--- config.mk ---
export PLATFORM = sky130hd
export DESIGN_NAME = rpeq_qualifier
export DESIGN_NICKNAME = d
export VERILOG_FILES = /design/src/verilog/rpeq_pkg.sv /design/src/verilog/rpeq_sync3.sv /design/src/verilog/rpeq_qualifier.sv
export SDC_FILE = /design/constraint.sdc
export NUM_CORES = 1
export LEC_CHECK = 0
export ABC_CLOCK_PERIOD_IN_PS = 3300
export BUFFER_PORTS_ARGS = -buffer_cell sky130_fd_sc_hd__buf_4
export CAP_MARGIN = 25
export CORE_UTILIZATION = 45
export CTS_BUF_LIST = sky130_fd_sc_hd__clkbuf_4 sky130_fd_sc_hd__clkbuf_8
export DETAILED_ROUTE_END_ITERATION = 10
export GPL_TIMING_DRIVEN = 0
export PLACE_DENSITY = 0.78
export SYNTH_ARGS = -nofsm -noshare
export SYNTH_HDL_FRONTEND = slang
export SYNTH_HIERARCHICAL = 1
export SYNTH_SLANG_ARGS = --single-unit
--- constraint.sdc ---
create_clock -name mclk -period 3.3 [get_ports mclk]
set_clock_uncertainty 0.15 [all_clocks]
set_input_delay 0.165 -clock mclk [delete_from_list [all_inputs] [get_ports mclk]]
set_output_delay 0.165 -clock mclk [all_outputs]
set_load 0.02 [all_outputs]
--- src/verilog/rpeq_pkg.sv ---
// Purpose: Shared constants for the rotor position event qualifier.
// Assumes: 250 MHz mclk, AHB-Lite register access with 32-bit words.
// Notes:   Contract
// Contract
// Sensor mode select bit chooses mode
// Sensor mode uses logic levels on inputs
// Input select routes one input
// Sensor mode disables all demagnetization handling
// Sensor mode accepts Z in any window
// Sensor mode samples at 800 kHz
// Sensor mode minimum off time 1.25 us
// Direct access freezes the latched sample
// Software relatches by clearing then setting bit
// Latched input readable in mask register
// Sensorless: D on tick, no D 20us after C
// Sensorless: no Z 20us after D, both behaviours
// Sensor: ignore bit2, no Z 20us after C
// Current mode group permission table
// Voltage mode group permission table
// Both groups config permits either group
// Sensor mode always permits, else forbidden
// Sensorless events strictly in C, D, Z order
// Z sets flag, request when masked in
// Position inputs pass a synchronizer
package rpeq_pkg;

	localparam logic [7:0]  ADDR_CTRL_A      = 8'h00;
	localparam logic [7:0]  ADDR_PHASE       = 8'h04;
	localparam logic [7:0]  ADDR_CONFIG      = 8'h08;
	localparam logic [7:0]  ADDR_MASK        = 8'h0C;
	localparam logic [7:0]  ADDR_STATUS      = 8'h10;

	localparam int          CTRL_SENSOR_BIT  = 0;
	localparam int          CTRL_DIRECT_BIT  = 1;
	localparam int          PHASE_SEL_LSB    = 0;
	localparam int          CFG_OS_LSB       = 0;
	localparam int          CFG_VC_BIT       = 3;
	localparam int          CFG_REO_BIT      = 4;
	localparam int          CFG_ZLEVEL_BIT   = 5;
	localparam int          CFG_DLEVEL_BIT   = 6;
	localparam int          CFG_HWD_BIT      = 7;
	localparam int          CFG_SWD_BIT      = 8;
	localparam int          CFG_OT_LSB       = 12;
	localparam int          MASK_Z_BIT       = 0;
	localparam int          MASK_D_BIT       = 1;
	localparam int          MASK_STATE_BIT   = 7;
	localparam int          STAT_Z_BIT       = 0;
	localparam int          STAT_D_BIT       = 1;
	localparam int          STAT_C_BIT       = 2;

	localparam logic [1:0]  CTRL_RESET       = 2'h0;
	localparam logic [1:0]  PHASE_RESET      = 2'h0;
	localparam logic [15:0] CONFIG_RESET     = 16'h0000;
	localparam logic [1:0]  MASK_RESET       = 2'h0;

	localparam int          CLK_PERIOD_NS    = 4;
	localparam int          SAMPLE_PERIOD_NS = 1250;
	localparam int          SAMPLE_CYC       = SAMPLE_PERIOD_NS / CLK_PERIOD_NS;
	localparam int          MIN_OFF_NS       = 1250;
	localparam int          MIN_OFF_CYC      = (MIN_OFF_NS + CLK_PERIOD_NS - 1) / CLK_PERIOD_NS;
	localparam int          FILTER_US        = 20;
	localparam int          FILTER_CYC       = (FILTER_US * 1000 + CLK_PERIOD_NS - 1)
	                                           / CLK_PERIOD_NS;

	typedef enum logic [1:0] {
		WAIT_C,
		WAIT_D,
		WAIT_Z
	} rpeq_step_e;

endpackage : rpeq_pkg

--- src/verilog/rpeq_sync3.sv ---
// Purpose: Three-stage synchronizer with agreement filter, one per bit.
// Assumes: Inputs are asynchronous to mclk.
// Notes:   The output moves only when the second and third stages agree.
`timescale 1ns/1ns
module rpeq_sync3 #(
	parameter int WIDTH = 4
) (
	input  wire logic             mclk,
	input  wire logic             rst_b,
	input  wire logic             ce,
	input  wire logic [WIDTH-1:0] async_in,
	output logic      [WIDTH-1:0] sync_out
);
	genvar i;
	generate
		for (i = 0; i < WIDTH; i++)
		begin : g_bit
			logic s1;
			logic s2;
			logic s3;
			always_ff @(posedge mclk or negedge rst_b)
			begin
				if (!rst_b)
				begin
					s1          <= 1'b0;
					s2          <= 1'b0;
					s3          <= 1'b0;
					sync_out[i] <= 1'b0;
				end
				else if (ce)
				begin
					s1 <= async_in[i];
					s2 <= s1;
					s3 <= s2;
					// A single glitch sample on the second stage is not taken.
					if (s2 == s3)
						sync_out[i] <= s3;
				end
			end
		end
	endgenerate
endmodule : rpeq_sync3

--- src/verilog/rpeq_qualifier.sv ---
// Purpose: Rotor position detection front end with C, D, Z qualification.
// Assumes: Commutation, soft demagnetization and window strobes come from mclk logic.
// Notes:   Registers on AHB-Lite; reads take one wait state, writes none.
//
// Our own choices: register access over AHB-Lite and the register offsets.
`timescale 1ns/1ns
module rpeq_qualifier
	import rpeq_pkg::*;
#(
	parameter int unsigned FILTER_CYCLES = FILTER_CYC
) (
	input  wire logic        mclk,
	input  wire logic        rst_b,
	input  wire logic        ce,
	input  wire logic        hsel,
	input  wire logic [31:0] haddr,
	input  wire logic [1:0]  htrans,
	input  wire logic        hwrite,
	input  wire logic [2:0]  hsize,
	input  wire logic [31:0] hwdata,
	input  wire logic        hready,
	output logic      [31:0] hrdata,
	output logic             hreadyout,
	output logic             hresp,
	input  wire logic        position_input_a,
	input  wire logic        position_input_b,
	input  wire logic        position_input_c,
	input  wire logic        comparator_out,
	input  wire logic        commutation_evt,
	input  wire logic        soft_demag_evt,
	input  wire logic        window_sample_strobe,
	input  wire logic        pwm_on_odd_group,
	output logic             zero_cross_evt,
	output logic             demag_evt,
	output logic             zero_cross_irq,
	output logic             bemf_read_ok,
	output logic             pwm_after_demag,
	output logic      [2:0]  output_config_eff,
	output logic      [8:0]  min_off_cycles
);
	logic [1:0]  control_reg_a;
	logic [1:0]  phase_state_reg;
	logic [15:0] config_reg;
	logic [1:0]  interrupt_mask_reg;
	logic        zero_cross_flag;
	logic        demag_flag;
	logic        commut_flag;
	logic        sampled_input_state;
	logic [3:0]  sync_in;
	logic [3:0]  sync_q;
	logic [8:0]  tick_cnt;
	logic        sample_tick;
	logic [12:0] filter_cnt;
	logic        filter_done;
	logic        selected_in;
	logic        sensor_mode_sel;
	logic        direct_access;
	logic [1:0]  input_select;
	logic [2:0]  output_config;
	logic        voltage_current_sel;
	logic        read_group_sel;
	logic [3:0]  off_time_setting;
	logic        accept_c;
	logic        accept_d;
	logic        accept_z;
	logic        mode_write;
	logic        dp_write;
	logic        dp_wait;
	logic [7:0]  dp_addr;
	logic        addr_ok;
	logic        wr_en;
	logic [31:0] read_word;
	rpeq_step_e  step;

	assign sensor_mode_sel     = control_reg_a[CTRL_SENSOR_BIT];
	assign direct_access       = control_reg_a[CTRL_DIRECT_BIT];
	assign input_select        = phase_state_reg;
	assign output_config       = config_reg[CFG_OS_LSB +: 3];
	assign voltage_current_sel = config_reg[CFG_VC_BIT];
	assign read_group_sel      = config_reg[CFG_REO_BIT];
	assign off_time_setting    = config_reg[CFG_OT_LSB +: 4];

	// Bus side.
	assign addr_ok   = hsel && htrans[1] && hready;
	assign wr_en     = dp_write && hready && ce;
	assign hreadyout = !dp_wait;
	assign hresp     = 1'b0;

	always_ff @(posedge mclk or negedge rst_b)
	begin
		if (!rst_b)
		begin
			dp_write <= 1'b0;
			dp_wait  <= 1'b0;
			dp_addr  <= 8'h00;
		end
		else if (ce)
		begin
			if (dp_wait)
				dp_wait <= 1'b0;
			else if (hready)
			begin
				dp_write <= addr_ok && hwrite;
				dp_wait  <= addr_ok && !hwrite;
				if (addr_ok)
					dp_addr <= {haddr[7:2], 2'b00};
			end
		end
	end

	always_comb
	begin
		read_word = 32'h0000_0000;
		case (dp_addr)
			ADDR_CTRL_A:
				read_word[1:0] = control_reg_a;
			ADDR_PHASE:
				read_word[1:0] = phase_state_reg;
			ADDR_CONFIG:
				read_word[15:0] = config_reg;
			ADDR_MASK:
			begin
				read_word[MASK_Z_BIT]     = interrupt_mask_reg[MASK_Z_BIT];
				read_word[MASK_D_BIT]     = interrupt_mask_reg[MASK_D_BIT];
				read_word[MASK_STATE_BIT] = sampled_input_state;
			end
			ADDR_STATUS:
			begin
				read_word[STAT_Z_BIT] = zero_cross_flag;
				read_word[STAT_D_BIT] = demag_flag;
				read_word[STAT_C_BIT] = commut_flag;
			end
			default:
				read_word = 32'h0000_0000;
		endcase
	end

	// The wait state lets a read see a write taken in the cycle before it.
	always_ff @(posedge mclk or negedge rst_b)
	begin
		if (!rst_b)
			hrdata <= 32'h0000_0000;
		else if (ce && dp_wait)
			hrdata <= read_word;
	end

	assign mode_write = wr_en && (dp_addr == ADDR_CTRL_A)
	                    && (hwdata[CTRL_SENSOR_BIT] != sensor_mode_sel);

	always_ff @(posedge mclk or negedge rst_b)
	begin
		if (!rst_b)
		begin
			control_reg_a      <= CTRL_RESET;
			phase_state_reg    <= PHASE_RESET;
			config_reg         <= CONFIG_RESET;
			interrupt_mask_reg <= MASK_RESET;
		end
		else if (wr_en)
		begin
			case (dp_addr)
				ADDR_CTRL_A:
					control_reg_a <= hwdata[1:0];
				ADDR_PHASE:
					phase_state_reg <= hwdata[PHASE_SEL_LSB +: 2];
				ADDR_CONFIG:
					config_reg <= hwdata[15:0];
				ADDR_MASK:
					interrupt_mask_reg <= hwdata[1:0];
				default:
					control_reg_a <= control_reg_a;
			endcase
		end
	end

	// Input stage.
	assign sync_in = {comparator_out, position_input_c, position_input_b, position_input_a};

	rpeq_sync3 #(
		.WIDTH    (4)
	) u_sync (
		.mclk     (mclk),
		.rst_b    (rst_b),
		.ce       (ce),
		.async_in (sync_in),
		.sync_out (sync_q)
	);

	always_comb
	begin
		selected_in = 1'b0;
		if (!sensor_mode_sel)
			selected_in = sync_q[3];
		else
		begin
			case (input_select)
				2'h0:    selected_in = sync_q[0];
				2'h1:    selected_in = sync_q[1];
				2'h2:    selected_in = sync_q[2];
				default: selected_in = 1'b0;
			endcase
		end
	end

	// Direct access stands for the stopped peripheral clock: the tick halts.
	assign sample_tick = (tick_cnt == 9'(SAMPLE_CYC - 1)) && !direct_access;

	always_ff @(posedge mclk or negedge rst_b)
	begin
		if (!rst_b)
			tick_cnt <= 9'h000;
		else if (ce && !direct_access)
			tick_cnt <= sample_tick ? 9'h000 : tick_cnt + 9'h001;
	end

	always_ff @(posedge mclk or negedge rst_b)
	begin
		if (!rst_b)
			sampled_input_state <= 1'b0;
		else if (ce && sample_tick)
			sampled_input_state <= selected_in;
	end

	// Back-EMF read permission.
	always_comb
	begin
		bemf_read_ok = 1'b0;
		if (sensor_mode_sel)
			bemf_read_ok = 1'b1;
		else if (output_config[1:0] == 2'b11)
			bemf_read_ok = 1'b1;
		else if (voltage_current_sel)
		begin
			case (output_config[1:0])
				2'b00:   bemf_read_ok = !read_group_sel;
				2'b01:   bemf_read_ok = read_group_sel;
				2'b10:   bemf_read_ok = read_group_sel == pwm_on_odd_group;
				default: bemf_read_ok = 1'b0;
			endcase
		end
		else
		begin
			case (output_config)
				3'b000, 3'b100: bemf_read_ok = !read_group_sel;
				3'b001, 3'b101: bemf_read_ok = read_group_sel;
				3'b110:         bemf_read_ok = read_group_sel == pwm_on_odd_group;
				default:        bemf_read_ok = 1'b0;
			endcase
		end
	end

	// Event qualification; sensorless Z is read at the PWM window, sensor Z at the tick.
	assign filter_done = filter_cnt == 13'h0000;
	assign accept_c    = commutation_evt && step == WAIT_C;
	assign accept_d    = !sensor_mode_sel && step == WAIT_D && filter_done
	                     && ((config_reg[CFG_SWD_BIT] && soft_demag_evt)
	                     || (config_reg[CFG_HWD_BIT] && sample_tick
	                     && selected_in == config_reg[CFG_DLEVEL_BIT]));
	assign accept_z    = step == WAIT_Z && filter_done && bemf_read_ok
	                     && (sensor_mode_sel
	                     ? (sample_tick && selected_in == config_reg[CFG_ZLEVEL_BIT])
	                     : (window_sample_strobe
	                     && selected_in == config_reg[CFG_ZLEVEL_BIT]));

	always_ff @(posedge mclk or negedge rst_b)
	begin
		if (!rst_b)
			step <= WAIT_C;
		else if (ce)
		begin
			if (mode_write)
				step <= WAIT_C;
			else
			begin
				case (step)
					WAIT_C:
						if (accept_c)
							step <= sensor_mode_sel ? WAIT_Z : WAIT_D;
					WAIT_D:
						if (accept_d)
							step <= WAIT_Z;
					WAIT_Z:
						if (accept_z)
							step <= WAIT_C;
					default:
						step <= WAIT_C;
				endcase
			end
		end
	end

	always_ff @(posedge mclk or negedge rst_b)
	begin
		if (!rst_b)
			filter_cnt <= 13'h0000;
		else if (ce)
		begin
			if (accept_c || accept_d)
				filter_cnt <= 13'(FILTER_CYCLES);
			else if (!filter_done)
				filter_cnt <= filter_cnt - 13'h0001;
		end
	end

	always_ff @(posedge mclk or negedge rst_b)
	begin
		if (!rst_b)
		begin
			zero_cross_evt <= 1'b0;
			demag_evt      <= 1'b0;
		end
		else if (ce)
		begin
			zero_cross_evt <= accept_z;
			demag_evt      <= accept_d;
		end
	end

	// Sticky flags: a new event wins over a write-one clear in the same cycle.
	always_ff @(posedge mclk or negedge rst_b)
	begin
		if (!rst_b)
		begin
			zero_cross_flag <= 1'b0;
			demag_flag      <= 1'b0;
			commut_flag     <= 1'b0;
		end
		else if (ce)
		begin
			if (accept_z)
				zero_cross_flag <= 1'b1;
			else if (wr_en && dp_addr == ADDR_STATUS && hwdata[STAT_Z_BIT])
				zero_cross_flag <= 1'b0;
			if (accept_d)
				demag_flag <= 1'b1;
			else if (wr_en && dp_addr == ADDR_STATUS && hwdata[STAT_D_BIT])
				demag_flag <= 1'b0;
			if (accept_c)
				commut_flag <= 1'b1;
			else if (wr_en && dp_addr == ADDR_STATUS && hwdata[STAT_C_BIT])
				commut_flag <= 1'b0;
		end
	end

	always_ff @(posedge mclk or negedge rst_b)
	begin
		if (!rst_b)
			zero_cross_irq <= 1'b0;
		else if (ce)
			zero_cross_irq <= (zero_cross_flag && interrupt_mask_reg[MASK_Z_BIT])
			                  || (demag_flag && interrupt_mask_reg[MASK_D_BIT]);
	end

	// PWM-facing configuration.
	always_ff @(posedge mclk or negedge rst_b)
	begin
		if (!rst_b)
		begin
			pwm_after_demag   <= 1'b0;
			output_config_eff <= 3'h0;
			min_off_cycles    <= 9'h000;
		end
		else if (ce)
		begin
			pwm_after_demag   <= sensor_mode_sel || step == WAIT_Z;
			output_config_eff <= {output_config[2] && !sensor_mode_sel,
			                      output_config[1:0]};
			min_off_cycles    <= sensor_mode_sel ? 9'(MIN_OFF_CYC)
			                     : 9'({5'h00, off_time_setting} * 9'(MIN_OFF_CYC));
		end
	end

endmodule : rpeq_qualifier

==> After elaboration in Yosys (flattened, before gate mapping) <==
Cells that the tools add are included.
{ "totals": {"ff_bits": 106, "input_bits": 83, "output_inout_bits": 51} }
{ "op_classes": {"addsub": 2, "multipliers": 1, "n_eq_ne": 28, "n_mux": 31, "n_bitwise": 1, "reduce_logical": 66} }
{ "ops": {"columns": ["operator", "count"], "rows": [
  ["logical AND 1 bit", 31],
  ["2-to-1 mux 13 bit", 2],
  ["AND reduction 2 bit", 12],
  ["2-to-1 mux 9 bit", 2],
  ["logical NOT 13 bit", 1],
  ["2-to-1 mux 1 bit", 13],
  ["subtractor 13 x 1 -> 13 bit (second input constant)", 1],
  ["== test 6 x 2 -> 1 bit (second input constant)", 2],
  ["2-to-1 mux 2 bit", 5],
  ["case mux 2 bit (5 select lines)", 1],
  ["adder 9 x 1 -> 9 bit (second input constant)", 1],
  ["== test 3 bit (second input constant)", 3],
  ["== test 9 bit (second input constant)", 1],
  ["multiplier 4 x 9 -> 9 bit (second input constant)", 1],
  ["!= test 3 bit (second input constant)", 3],
  ["case mux 1 bit (3 select lines)", 3],
  ["== test 2 bit (second input constant)", 4],
  ["logical NOT 8 bit", 1],
  ["2-to-1 mux 8 bit", 1],
  ["AND reduction 4 bit", 2],
  ["== test 1 bit", 7],
  ["== test 2 x 1 -> 1 bit (second input constant)", 3],
  ["== test 6 x 1 -> 1 bit (second input constant)", 1],
  ["== test 6 x 3 -> 1 bit (second input constant)", 1],
  ["14 further kinds", 27]
]} }

==> Depth between registers and ports, before layout <==
{ "depth": {"ltp_word": 11, "ltp_mapped": 9, "mapped_depth_nobuf": 9} }

==> Hierarchy <==
Netlist, hierarchy kept.
{ "modules_own_cells": {"columns": ["mod", "n_inst", "cells_per_inst", "area_each_um2", "seq_area_each_um2"], "rows": [
  ["rpeq_qualifier", 1, 435, 4559.4, 2252.2],
  ["rpeq_sync3", 1, 50, 636.9, 400.4]
]} }

==> Worst setup path after synthesis <==
OpenSTA, ideal clock, no wires.
{ "synth_timing": {"path_type": "flip-flop to flip-flop", "start": "reg filter_cnt[0]", "end": "reg step[1]", "setup_time_ns": 0.090, "t_arrival_ns": 2.127, "slack_ns": 0.932, "stages_incl_launch_ff": 10, "path_buffers": 0, "path_cell_list": "dfrtp_1 -> inv_1 -> ha_1 -> nor4b_2 -> nand4_1 -> nor3_1 -> and4_4 -> nor3_2 -> or4_1 -> o221ai_1"} }
{ "synth_between": {"elab_chain_len": 6, "word_cells_on_any_way": 9} }
{ "synth_rtl": {"columns": ["element", "line_no", "text"], "rows": [
  ["start: declaration", "rpeq_qualifier.sv:53", "logic [12:0] filter_cnt;"],
  ["start signal: assignment", "rpeq_qualifier.sv:299", "filter_cnt <= 13'(FILTER_CYCLES);"],
  ["start signal: assignment", "rpeq_qualifier.sv:301", "filter_cnt <= filter_cnt - 13'h0001;"],
  ["logical NOT 13 bit *", "rpeq_qualifier.sv:253", "assign filter_done = filter_cnt == 13'h0000;"],
  ["logical AND 1 bit (2 in a row)", "rpeq_qualifier.sv:259", "assign accept_z = step == WAIT_Z && filter_done && bemf_read_ok"],
  ["logical AND 1 bit", "rpeq_qualifier.sv:260", "&& (sensor_mode_sel"],
  ["!= test 3 bit (no line)", null, null],
  ["AND reduction 4 bit (no line) *", null, null],
  ["end signal: assignment", "rpeq_qualifier.sv:278", "step <= sensor_mode_sel ? WAIT_Z : WAIT_D;"],
  ["end: declaration", "rpeq_qualifier.sv:73", "rpeq_step_e step;"]
]} }
Mark *: on every way between the ends. The rest lies on a longest branch, timed or not.
A chain may end at the register's enable or synchronous reset.

==> Worst setup path in the final report <==
{ "layout_timing": {"start": "reg dp_addr[5]", "end": "reg config_reg[9]"} }
{ "layout_between": {"elab_chain_len": 2} }
{ "layout_rtl": {"columns": ["element", "line_no", "text"], "rows": [
  ["start: declaration", "rpeq_qualifier.sv:69", "logic [7:0] dp_addr;"],
  ["start signal: assignment", "rpeq_qualifier.sv:106", "dp_addr <= {haddr[7:2], 2'b00};"],
  ["== test 6 x 2 -> 1 bit", "rpeq_qualifier.sv:161", "case (dp_addr)"],
  ["AND reduction 2 bit (no line)", null, null],
  ["end signal: assignment", "rpeq_qualifier.sv:167", "config_reg <= hwdata[15:0];"],
  ["end: declaration", "rpeq_qualifier.sv:43", "logic [15:0] config_reg;"]
]} }
Every way passes these cells.

==> key figures <==
Run status
  • Outcome: complete, no violations

Floorplan
  • Rows: 38
  • Initial Util: 0.471
  • # IOs: 134
  • Die height: 109 um
  • Core box area: 11000 um^2
  • Die width: 109 um
  • Die area: 12000 um^2

Clock tree
  • CTS root buf: clkbuf_8
  • CTS max path bufs: 2
  • Clock slew at reported path FFs: 0.09 ns
  • Post-CTS Hold Buffers: 30
  • Clk sinks: 106
  • Post-CTS Resized: 0
  • Clk Latency, worst-skew pair: 0.38 ns
  • TritonCTS clock tree: done
  • H-tree Lvls: 3
  • Post-CTS setup buffers: 0
  • CTS buffer count: 9

Setup path
  • R2R setup slack: 0.48 ns
  • CP Launch Type: register
  • Critical Path AT: 2.93 ns
  • Reg2Reg Depth: 5
  • Required @ worst endpoint: 3.41 ns
  • Reg-to-reg endpoint: config_reg[9]
  • Crit Path Class: reg2reg
  • Worst setup path start: dp_addr[5]
  • Critical path peak fanout: 10
  • Critical R2R Launch: dp_addr[5]
  • Setup crit end kind: register

Place
  • Final HPWL DP: 8390 um
  • GP Congestion: 0.812
  • Placed Area: 5980 um^2
  • # port buffers: 70

Timing
  • RSZ-0062 raised after global routing: false
  • Fin crit share: 0.854
  • Max_slew headroom: 0.420
  • Max-slew violation count: 0
  • Setup TNS: 0 ns
  • Post-layout minimum cycle time: 2.82 ns
  • Final setup fails: 0
  • Final Hold Fails: 0
  • Slew @ Worst Pin: 0.863 ns
  • FMAX: 0.355 GHz

Route
  • Pre-Repair DR Iteration Count: 5
  • Via Count: 4072
  • Wirelength per Cell: 15.4 um
  • Routed wire length: 11700 um
  • DRT antenna net count: 0
  • Starting DRT DRC Count: 201
  • Via density: 5.37
  • DRC: 0

Synth
  • Post-synth top area share: 0.510
  • Synth area leader: dfrtp_1
  • Cells after Synth: 485
  • Ranking of synthesized cells by area: dfrtp_1 51%, mux2_2 7.8%, nand2_1 5.2%
  • Synth async-reset ratio: 1.00
  • Mapped cell area: 5200 um^2
  • Top_reg_cell synth: dfrtp_1
  • Warning count from the yosys run: 6
  • Synthesized area per cell: 10.7 um^2
  • Post-synth cell types: 61
  • EDFF count, synth: 0
  • #FFs+latches synth: 106
  • Part of the Yosys area used for sequential elements: 0.510

GRT
  • Met1 global-route usage: 0.279
  • GR Overflow Total: 0
  • Met3 Track Usage GR: 0.0285
  • First-pass GRT wire length: 19700 um
  • Met2 Usage GRT: 0.367
  • Largest net degree at the start of global routing: 66
  • Number of global-route vias before repair: 4094
  • Gr usage total: 0.213
  • Initial antenna violation count: 0
  • GRT Max-Usage Layer: met2

Layout
  • Final net count: 712
  • Post-route cell area: 6490 um^2
  • Final core occ: 0.588
  • Layout area overhead: 24.9%
  • Diode count: 0
  • Fraction of layout cells with a size suffix above 1: 0.261

Power and ir drop
  • Power Dens Cells: 522 nW/um^2
  • Overall power: 3380 uW
  • Max IR drop VDD: 0.392 mV
  • LEAKAGE: 0.00304 uW

Worst hold path
  • HP Start: htrans[1]
  • Hold EP: dp_wait
  • Hold Crit Depth: 5
  • HP Class: in2reg

Job
  • Max cap viols: 0
==> per-stage QoR <==
| step | hold WS (ns) | cells | worst slack [ns] |
|---|---|---|---|
| after floorplan | -0.281 | 501 | 0.932 |
| after global placement | 0.210 | 711 | 0.500 |
| after detailed placement | 0.0470 | 712 | 0.511 |
| after CTS | 0.0764 | 758 | 0.494 |
| after global routing | 0.122 | 758 | 0.328 |
| final | 0.0958 | 758 | 0.483 |
==> routing by layer <==
layer,vias to the layer above,share of wire,wire (um)
li1,1906,-,-
met1,2019,0.44,5110
met2,129,0.50,5880
met3,18,0.043,501
met4,0,0.015,174
met5,-,0,0
==> kinds of logic after synthesis <==
family	after synthesis	share of synthesized area
xor+xnor	21	0.0354
flops	106	0.510
simple gates	160	0.157
mux	42	0.0925
compound gates	83	0.105
fa+ha+maj	16	0.0429
buf+inv	56	0.0563
other cells	1	0.000722
==> final cells by class <==
cell class | count | area, um^2
inverters | 22 | 82.6
multi-input cells | 339 | 2310
clock inverters | 4 | 51.3
well taps | 140 | 175
repair buffers | 101 | 853
clock buffers | 12 | 153
fillers | 928 | 4540
flip-flops and latches | 106 | 2650
plain buffers | 34 | 210
==> worst max-delay path, stage by stage, from the launching register on <==
cell     delay, ns
dfrtp_1       0.41
nor4_1        0.58
nand2_1       0.22
nor3_2        0.62
buf_2         0.36
mux2_2        0.37
==> cells in the final DEF, fill, tap and decap left out, types with 3 or more instances in the layout <==
cell,synthesis,final
o22ai_1,6,6
nor3_2,3,3
o2bb2ai_1,4,4
a22oi_1,3,3
mux2i_1,3,3
a21o_1,3,3
dfrtp_1,106,106
clkbuf_1,11,11
dlygate4sd3_1,0,30
xnor2_1,12,12
conb_1,1,17
or2b_1,3,3
xor2_1,9,9
nor4_1,3,3
and2_1,3,3
nor2b_1,5,5
nand3_1,11,11
clkbuf_8,0,10
buf_4,18,88
inv_1,21,21
buf_2,3,3
fa_1,3,3
a21oi_1,10,10
nor3_1,9,9
o31ai_1,3,3
nand4_1,3,3
mux2_2,36,36
ha_1,13,13
and3_1,5,5
o22a_1,7,7
o21ai_0,33,33
nand2_1,72,72
nand2b_1,5,5
nor2_1,23,23
==> worst max-delay path by stage <==
stage                     end  depth (start not counted)
4_1_cts        config_reg[15]                          5
6_report        config_reg[9]                          5
3_5_place_dp   config_reg[15]                          5
3_3_place_gp   config_reg[10]                          5
5_1_grt         config_reg[9]                          5
2_1_floorplan         step[1]                          9
==> report_power, final <==
part,switching [uW],internal (uW),leakage (uW),total [uW]
clock network,438,389,0.000103,827
logic,434,414,0.00160,847
registers,201,1510,0.00133,1710
==> synth_stat cells, drive strengths merged, types with 3 or more instances <==
| master | instances |
|---|---|
| dfrtp | 106 |
| nand2 | 72 |
| mux2 | 38 |
| o21ai | 33 |
| buf | 23 |
| nor2 | 23 |
| inv | 22 |
| ha | 13 |
| nor3 | 12 |
| xnor2 | 12 |
| clkbuf | 11 |
| nand3 | 11 |
| a21oi | 10 |
| xor2 | 9 |
| o22a | 7 |
| o22ai | 6 |
| and3 | 5 |
| nand2b | 5 |
| nor2b | 5 |
| and2 | 4 |
| o2bb2ai | 4 |
| a21o | 3 |
| a22oi | 3 |
| fa | 3 |
| mux2i | 3 |
| nand4 | 3 |
| nand4b | 3 |
| nor4 | 3 |
| nor4b | 3 |
| o31ai | 3 |
| or2b | 3 |
(Power assumes the default switching activity.)
